===== src/shared/puio_pkg.sv =====
package puio_pkg;

  // Register byte offsets on the AXI4-Lite slave.
  localparam logic [3:0] REG_CTRL   = 4'h0;
  localparam logic [3:0] REG_STATUS = 4'h4;
  localparam logic [3:0] REG_CMD    = 4'h8;

  // Control register fields.
  localparam int CTRL_FS_MODE_LSB = 0;
  localparam int CTRL_TRIG_BIT    = 4;

  // Command register fields, write-one pulses.
  localparam int CMD_RUN_BIT  = 0;
  localparam int CMD_STOP_BIT = 1;
  localparam int CMD_INF_BIT  = 2;
  localparam int CMD_REF_BIT  = 3;

  // Status register fields.
  localparam int ST_RUN_BIT    = 0;
  localparam int ST_REFILL_BIT = 1;
  localparam int ST_TRIG_BIT   = 2;
  localparam int ST_EVCNT_LSB  = 8;

  localparam logic [31:0] CTRL_RESET = 32'h0;

  // Recommended least pulse on the connector lines.
  localparam int  MIN_PULSE_MS   = 100;
  localparam int  CLK_MHZ        = 100;
  localparam int  MIN_PULSE_CYC  = MIN_PULSE_MS * 1000 * CLK_MHZ;

  localparam logic [1:0] AXI_OKAY   = 2'h0;
  localparam logic [1:0] AXI_SLVERR = 2'h2;

  typedef enum logic [1:0] {
    PUIO_FS_TOGGLE,
    PUIO_FS_RISE_RUN,
    PUIO_FS_FALL_RUN,
    PUIO_FS_RSVD
  } puio_fs_mode_e;

  typedef struct packed {
    logic dir_in;
    logic trig_in;
    logic fsw_in;
  } puio_in_s;

  typedef struct packed {
    logic trig_out;
    logic sync_out;
    logic dir_out;
    logic run_n;
  } puio_out_s;

  typedef struct packed {
    logic rise;
    logic fall;
  } puio_edge_s;

endpackage


===== src/puio_top.sv =====
// What this block does
// A rising edge on the direction input selects infuse and a falling edge selects refill.
// A falling edge on the event trigger input fires the next program event.
// In toggle mode each falling edge on the footswitch flips run and stop.
// The footswitch can also start on one edge and stop on the opposite one.
// The trigger output is low after reset and set by program or serial command.
// The sync output rises at each infuse start and falls at each refill start.
// The direction output is high while refilling and low while infusing.
// The run output is active low, low exactly while running.
// Connector pulses should last at least a tenth of a second on both sides; this block enforces no minimum and does not stretch its outputs.
// Each input is synchronised and edge-detected so one edge gives one action.
`timescale 1ns/1ps
module puio_top
  import puio_pkg::*;
#(
  parameter int EVCNT_W = 8
) (
  // Clock and reset.
  input  wire logic        aclk,
  input  wire logic        aresetn,
  // Connector lines.
  input  wire puio_in_s    pins_in,
  output puio_out_s        pins_out,
  // Program sequencer side.
  input  wire logic        prog_trig_we,
  input  wire logic        prog_trig_val,
  output logic             prog_event,
  // AXI4-Lite write address.
  input  wire logic [3:0]  s_axi_awaddr,
  input  wire logic        s_axi_awvalid,
  output logic             s_axi_awready,
  // AXI4-Lite write data.
  input  wire logic [31:0] s_axi_wdata,
  input  wire logic [3:0]  s_axi_wstrb,
  input  wire logic        s_axi_wvalid,
  output logic             s_axi_wready,
  // AXI4-Lite write response.
  output logic [1:0]       s_axi_bresp,
  output logic             s_axi_bvalid,
  input  wire logic        s_axi_bready,
  // AXI4-Lite read address.
  input  wire logic [3:0]  s_axi_araddr,
  input  wire logic        s_axi_arvalid,
  output logic             s_axi_arready,
  // AXI4-Lite read data.
  output logic [31:0]      s_axi_rdata,
  output logic [1:0]       s_axi_rresp,
  output logic             s_axi_rvalid,
  input  wire logic        s_axi_rready
);

  initial begin
    if (EVCNT_W < 1 || EVCNT_W > 24) begin
      $error("puio_top event counter width must be 1 to 24");
    end
  end

  puio_edge_s dir_e;
  puio_edge_s trg_e;
  puio_edge_s fsw_e;

  puio_edge u_dir (
    .aclk    (aclk),
    .aresetn (aresetn),
    .line    (pins_in.dir_in),
    .edges   (dir_e)
  );

  puio_edge u_trg (
    .aclk    (aclk),
    .aresetn (aresetn),
    .line    (pins_in.trig_in),
    .edges   (trg_e)
  );

  puio_edge u_fsw (
    .aclk    (aclk),
    .aresetn (aresetn),
    .line    (pins_in.fsw_in),
    .edges   (fsw_e)
  );

  // State and registers.
  logic               running;
  logic               refill;
  logic               trig_lvl;
  logic [31:0]        ctrl;
  logic [EVCNT_W-1:0] evcnt;

  // Write channel capture; address and data may arrive in either order.
  logic        aw_held;
  logic        w_held;
  logic [3:0]  aw_addr;
  logic [31:0] w_data;
  logic [3:0]  w_strb;

  wire aw_take  = s_axi_awvalid & s_axi_awready;
  wire w_take   = s_axi_wvalid & s_axi_wready;
  wire wr_fire  = aw_held & w_held & ~s_axi_bvalid;
  wire wr_ctrl  = wr_fire & (aw_addr == REG_CTRL);
  wire wr_cmd   = wr_fire & (aw_addr == REG_CMD);
  wire wr_ok    = (aw_addr == REG_CTRL) | (aw_addr == REG_CMD)
                | (aw_addr == REG_STATUS);

  wire cmd_run  = wr_cmd & w_strb[0] & w_data[CMD_RUN_BIT];
  wire cmd_stop = wr_cmd & w_strb[0] & w_data[CMD_STOP_BIT];
  wire cmd_inf  = wr_cmd & w_strb[0] & w_data[CMD_INF_BIT];
  wire cmd_ref  = wr_cmd & w_strb[0] & w_data[CMD_REF_BIT];

  wire puio_fs_mode_e fs_mode =
    puio_fs_mode_e'(ctrl[CTRL_FS_MODE_LSB +: 2]);

  // Footswitch start and stop requests per mode.
  wire fs_toggle = (fs_mode == PUIO_FS_TOGGLE) & fsw_e.fall;
  wire fs_start  = ((fs_mode == PUIO_FS_RISE_RUN) & fsw_e.rise)
                 | ((fs_mode == PUIO_FS_FALL_RUN) & fsw_e.fall);
  wire fs_stop   = ((fs_mode == PUIO_FS_RISE_RUN) & fsw_e.fall)
                 | ((fs_mode == PUIO_FS_FALL_RUN) & fsw_e.rise);

  // Pin edges take priority over software commands in the same cycle,
  // since an outside instrument has no way to retry.
  wire next_running = fs_toggle ? ~running :
                      fs_start  ? 1'b1 :
                      fs_stop   ? 1'b0 :
                      cmd_run   ? 1'b1 :
                      cmd_stop  ? 1'b0 : running;

  wire next_refill  = dir_e.rise ? 1'b0 :
                      dir_e.fall ? 1'b1 :
                      cmd_inf    ? 1'b0 :
                      cmd_ref    ? 1'b1 : refill;

  // Program step wins over a serial write in the same cycle.
  wire next_trig    = prog_trig_we ? prog_trig_val :
                      (wr_ctrl & w_strb[0]) ? w_data[CTRL_TRIG_BIT] :
                      trig_lvl;

  wire [31:0] next_ctrl = wr_ctrl ?
    {ctrl[31:8], (w_strb[0] ? w_data[7:0] : ctrl[7:0])} : ctrl;

  always_ff @(posedge aclk) begin
    if (!aresetn) begin
      running <= 1'b0;
      refill  <= 1'b0;
      trig_lvl <= 1'b0;
      ctrl    <= CTRL_RESET;
      evcnt   <= '0;
    end else begin
      running <= next_running;
      refill  <= next_refill;
      trig_lvl <= next_trig;
      ctrl    <= {next_ctrl[31:5], next_trig, next_ctrl[3:0]};
      evcnt   <= evcnt + EVCNT_W'(trg_e.fall);
    end
  end

  // Outputs straight from flip-flops.
  always_ff @(posedge aclk) begin
    if (!aresetn) begin
      pins_out   <= '{trig_out: 1'b0, sync_out: 1'b1,
                      dir_out: 1'b0, run_n: 1'b1};
      prog_event <= 1'b0;
    end else begin
      pins_out.trig_out <= next_trig;
      pins_out.sync_out <= ~next_refill;
      pins_out.dir_out  <= next_refill;
      pins_out.run_n    <= ~next_running;
      prog_event        <= trg_e.fall;
    end
  end

  // AXI4-Lite write path.
  always_ff @(posedge aclk) begin
    if (!aresetn) begin
      aw_held       <= 1'b0;
      w_held        <= 1'b0;
      aw_addr       <= '0;
      w_data        <= '0;
      w_strb        <= '0;
      s_axi_awready <= 1'b0;
      s_axi_wready  <= 1'b0;
      s_axi_bvalid  <= 1'b0;
      s_axi_bresp   <= AXI_OKAY;
    end else begin
      s_axi_awready <= ~aw_held & ~aw_take & ~s_axi_bvalid;
      s_axi_wready  <= ~w_held & ~w_take & ~s_axi_bvalid;
      if (aw_take) begin
        aw_held <= 1'b1;
        aw_addr <= {s_axi_awaddr[3:2], 2'b00};
      end
      if (w_take) begin
        w_held <= 1'b1;
        w_data <= s_axi_wdata;
        w_strb <= s_axi_wstrb;
      end
      if (wr_fire) begin
        aw_held      <= 1'b0;
        w_held       <= 1'b0;
        s_axi_bvalid <= 1'b1;
        s_axi_bresp  <= wr_ok ? AXI_OKAY : AXI_SLVERR;
      end else if (s_axi_bvalid & s_axi_bready) begin
        s_axi_bvalid <= 1'b0;
      end
    end
  end

  // AXI4-Lite read path.
  wire [3:0]  rd_addr = {s_axi_araddr[3:2], 2'b00};
  wire [23:0] evcnt_word  = 24'(evcnt);
  wire [31:0] status_word = {evcnt_word, 5'h00, trig_lvl, refill, running};
  wire        rd_ok = (rd_addr == REG_CTRL) | (rd_addr == REG_STATUS)
                    | (rd_addr == REG_CMD);
  wire [31:0] rd_word = (rd_addr == REG_CTRL)   ? ctrl :
                        (rd_addr == REG_STATUS) ? status_word : 32'h0;
  wire        ar_take = s_axi_arvalid & s_axi_arready;

  always_ff @(posedge aclk) begin
    if (!aresetn) begin
      s_axi_arready <= 1'b0;
      s_axi_rvalid  <= 1'b0;
      s_axi_rdata   <= '0;
      s_axi_rresp   <= AXI_OKAY;
    end else begin
      s_axi_arready <= ~s_axi_rvalid & ~ar_take;
      if (ar_take) begin
        s_axi_rvalid <= 1'b1;
        s_axi_rdata  <= rd_word;
        s_axi_rresp  <= rd_ok ? AXI_OKAY : AXI_SLVERR;
      end else if (s_axi_rvalid & s_axi_rready) begin
        s_axi_rvalid <= 1'b0;
      end
    end
  end
endmodule


===== src/puio_edge.sv =====
`timescale 1ns/1ps
module puio_edge
  import puio_pkg::*;
#(
  parameter int STAGES = 2
) (
  // Clock and reset.
  input  wire logic       aclk,
  input  wire logic       aresetn,
  // Raw line and its edges.
  input  wire logic       line,
  output puio_edge_s      edges
);

  initial begin
    if (STAGES < 2) begin
      $error("puio_edge needs at least two synchroniser stages");
    end
  end

  logic [STAGES-1:0] sync;
  logic              last;

  // Lines idle high through their pull-ups, so reset to one avoids a false
  // rising edge at release.
  always_ff @(posedge aclk) begin
    if (!aresetn) begin
      sync <= '1;
      last <= 1'b1;
    end else begin
      sync <= {sync[STAGES-2:0], line};
      last <= sync[STAGES-1];
    end
  end

  assign edges.rise = sync[STAGES-1] & ~last;
  assign edges.fall = ~sync[STAGES-1] & last;

endmodule


===== config.mk =====
export PLATFORM = sky130hd
export DESIGN_NAME = puio_top
export DESIGN_NICKNAME = d
export VERILOG_FILES = /design/src/shared/puio_pkg.sv /design/src/puio_top.sv /design/src/puio_edge.sv
export SDC_FILE = /design/constraint.sdc
export NUM_CORES = 1
export LEC_CHECK = 0
export ABC_CLOCK_PERIOD_IN_PS = 1440
export BUFFER_PORTS_ARGS = -buffer_cell sky130_fd_sc_hd__buf_2
export CORE_MARGIN = 1.5
export CORE_UTILIZATION = 34
export DETAILED_ROUTE_END_ITERATION = 12
export GPL_ROUTABILITY_DRIVEN = 0
export MAX_ROUTING_LAYER = met4
export PLACE_DENSITY = 0.6
export SETUP_SLACK_MARGIN = 0.1
export SYNTH_ARGS = -nofsm -noshare
export SYNTH_HDL_FRONTEND = slang
export SYNTH_SLANG_ARGS = --single-unit

===== constraint.sdc =====
create_clock -name aclk -period 1.44 [get_ports aclk]
set_input_delay 0.36 -clock aclk [delete_from_list [all_inputs] [get_ports aclk]]
set_output_delay 0.36 -clock aclk [all_outputs]
set_load 0.1 [all_outputs]

==> reports/qor.yml <==
cts_made_buffers: 9
synth_cells: 257
insertion_delay_ns: 0.34
yosys.area_share.adder_pct: 0.959
synthTopCellsByCount: "dfxtp_1, nand2_1, buf_4"
vias: 1890
routedWlPerCell_um: 11.6
synthFlopType: "dfxtp_1"
fin_worst_skew_ns: 0.0105
die_w_um: 90.6
end_kind: "primary output"
clk_pin_slew_ns: 0.07
synthArstFlopShare_pct: 0
yosys.cell_types.count: 41
final_net_count: 369
synth_top_family_by_area: "simple AND/OR/NAND/NOR gates"
placed_area_um2: 3110
die-area_um2: 8210
status: "complete, no violations"
firstDrtPassIters: 4
synth_area_leaders: "dfxtp_1, buf_4, a22o_1"
die_h_um: 90.6
setup.worst_path.class: "reg -> out"
synth.ff_latch_count: 66
synth_top_area_share_pct: 50.6
grt_start_max_net_pins: 30
synth_compound_area_share_pct: 12.4
synthSimpleGateAreaFrac_pct: 21.1
setup_viol_count_final: 0
p_leak_nw: 1.48
syn_to_final_growth_pct: 34.1
slowest_stage: "dfxtp_1"
drive_above_1_share_pct: 28.8
rows: 31
coreArea_um2: 7330
synthXorXnorAreaFrac_pct: 2.01
ant_nets: 0
io_buffers: 52
worstPathMaxFanout: 2
first_iter_violations: 63
clock_sinks: 66
viasPerCell: 4.55
crit_chain: "buf_6"
synth_area_um2: 2610
hold_buffers: 0
critical-path-top-delay-family: "flip-flops"
yosysTopAreaCell: "dfxtp_1"
hold_ws_ns: 0.202
cts_tree: "yes"
start_util_pct: 35.6
vdd_drop_max_mv: 0.527
synth-seq-area-share_pct: 50.6
p_total_mw: 4.33
hold_viol: 0
ios: 102
post_cts_buffers: 0
synth_mux_area_share_pct: 4.22
grt_pass1_wl_um: 7900
overflow: 0
cts_root_buffer: "clkbuf_8"
synth_edf_count: 0
drc_errors: 0
seq_area_um2: 1340
cp_slowest_stage_delay_ns: 0.37
grt_pass1_vias: 1644
period_needed_ns: 1.31
multi_input_area_um2: 1180
fin_crit_sh_pct: 90.9
power.density_nw_per_um2: 1240
max_cap_violations: 0
arrival_ns: 0.95
path_buf_inv: 1
clockBufferDepth: 2
setup_ws_ns: 0.130
finalInstanceArea_um2: 3500
grt_setup_unrepaired: "yes"
yosysWarnings: 0
synth_area_per_cell_um2: 10.2
hold_class: "in -> reg"
cp-start-kind: "flip-flop"
drt_wl_total_um: 4820
fin_tns_setup_ns: 0
cp.required_ns: 1.08
maxSlewViolCount: 0
place_ws_ns: 0.0966
diodes: 0
ctsHtreeMaxLevel: 3
n_fill_cell: 667
grt_use_total_pct: 12.6
antenna_found_initial: 0
fmax_ghz: 0.764
synth_most_common_cell: "dfxtp_1"
hpwl_um: 3430
## worst paths after layout
path | slack, ns | from | cells after the start | end
worst max-delay path | 0.13 | s_axi_rdata[0]$_SDFFE_PN0P_ | 1 | s_axi_rdata[0]
worst min-delay path | 0.20 | pins_in[1] | 2 | u_trg.sync[0]$_SDFF_PN1_
worst max register to register | 0.16 | u_trg.last$_SDFF_PN1_ | 6 | evcnt[7]$_SDFF_PN0_
worst min register to register | 0.41 | u_fsw.sync[0]$_SDFF_PN1_ | 1 | u_fsw.sync[1]$_SDFF_PN1_
## layer usage
metal,wire length [µm],track usage [%],vias up
met5,0,-,-
met4,68,4.37,0
met3,283,5.22,8
met2,2280,18.9,53
met1,2180,15.2,878
li1,-,-,951
## power by group
group	total, mW	internal [mW]	leakage (nW)	switching, mW
Sequential	1.93	1.88	0.540	0.0546
Combinational	0.614	0.162	0.825	0.452
Clock	1.78	1.09	0.115	0.697
Total	4.33	3.13	1.48	1.20
## sequential cells by signal, summed over array words and instances, names as in the netlist, 2 cells and up
| register | count |
|---|---|
| pins_out | 4 |
| ctrl | 7 |
| evcnt | 8 |
| u_trg.sync | 2 |
| aw_addr | 2 |
| u_dir.sync | 2 |
| u_fsw.sync | 2 |
| w_data | 8 |
| s_axi_rdata | 16 |
## final cells by class
class	instances	area share [%]
Multi-Input combinational cell	176	33.8
Sequential cell	66	38.2
Clock buffer	11	4.36
Tap cell	99	3.54
Clock inverter	5	2.43
Inverter	1	0.107
Timing Repair Buffer	57	17.5
## worst register-to-register path: stages (launching register included)
cell     delay (ns)
dfxtp_1        0.31
nor2b_4        0.16
ha_4           0.15
and3_4         0.19
nand3_1        0.10
xnor2_1        0.13
and2_1         0.15
## kinds of logic after synthesis
| family | count (synthesis) |
|---|---|
| AO/OA/AOI/OAI | 42 |
| XOR/XNOR | 6 |
| adder cells (fa/ha/maj) | 2 |
| buffers and inverters | 32 |
| flip-flops | 66 |
| multiplexers | 11 |
| other | 1 |
| AND/OR/NAND/NOR | 97 |
## metrics by stage
step	util, %	std cells
CTS	47.0	415
finish	47.7	415
global route	47.7	415
global placement	42.4	399
detailed placement	42.4	399
floorplan	-	274
## cells in the final DEF, fill, tap and decap left out, types with 2 or more instances in the layout
cell type,instances
xnor2_1,4
buf_4,5
dfxtp_4,3
nand4_1,2
nor2_1,4
dfxtp_2,4
xor2_1,2
clkbuf_8,9
a22o_1,13
a21boi_0,15
conb_1,18
and3_4,2
bufinv_16,2
nand2b_1,12
buf_2,24
nand3_1,7
buf_12,15
dfxtp_1,59
nand2_1,26
buf_6,11
buf_8,2
ha_4,2
a21oi_1,6
nor2b_1,13
nor3_1,4
and2_1,11
mux2i_1,11
o21ai_0,3
clkinv_4,2
nand3b_1,2
## what timing repair did
action | in CTS | in global routing
pin swaps | 0 | 2
gates resized for setup | 32 | 11
setup endpoints to repair | 19 | 13
cloned | 0 | 0
Power figures use the tool's default switching activity.
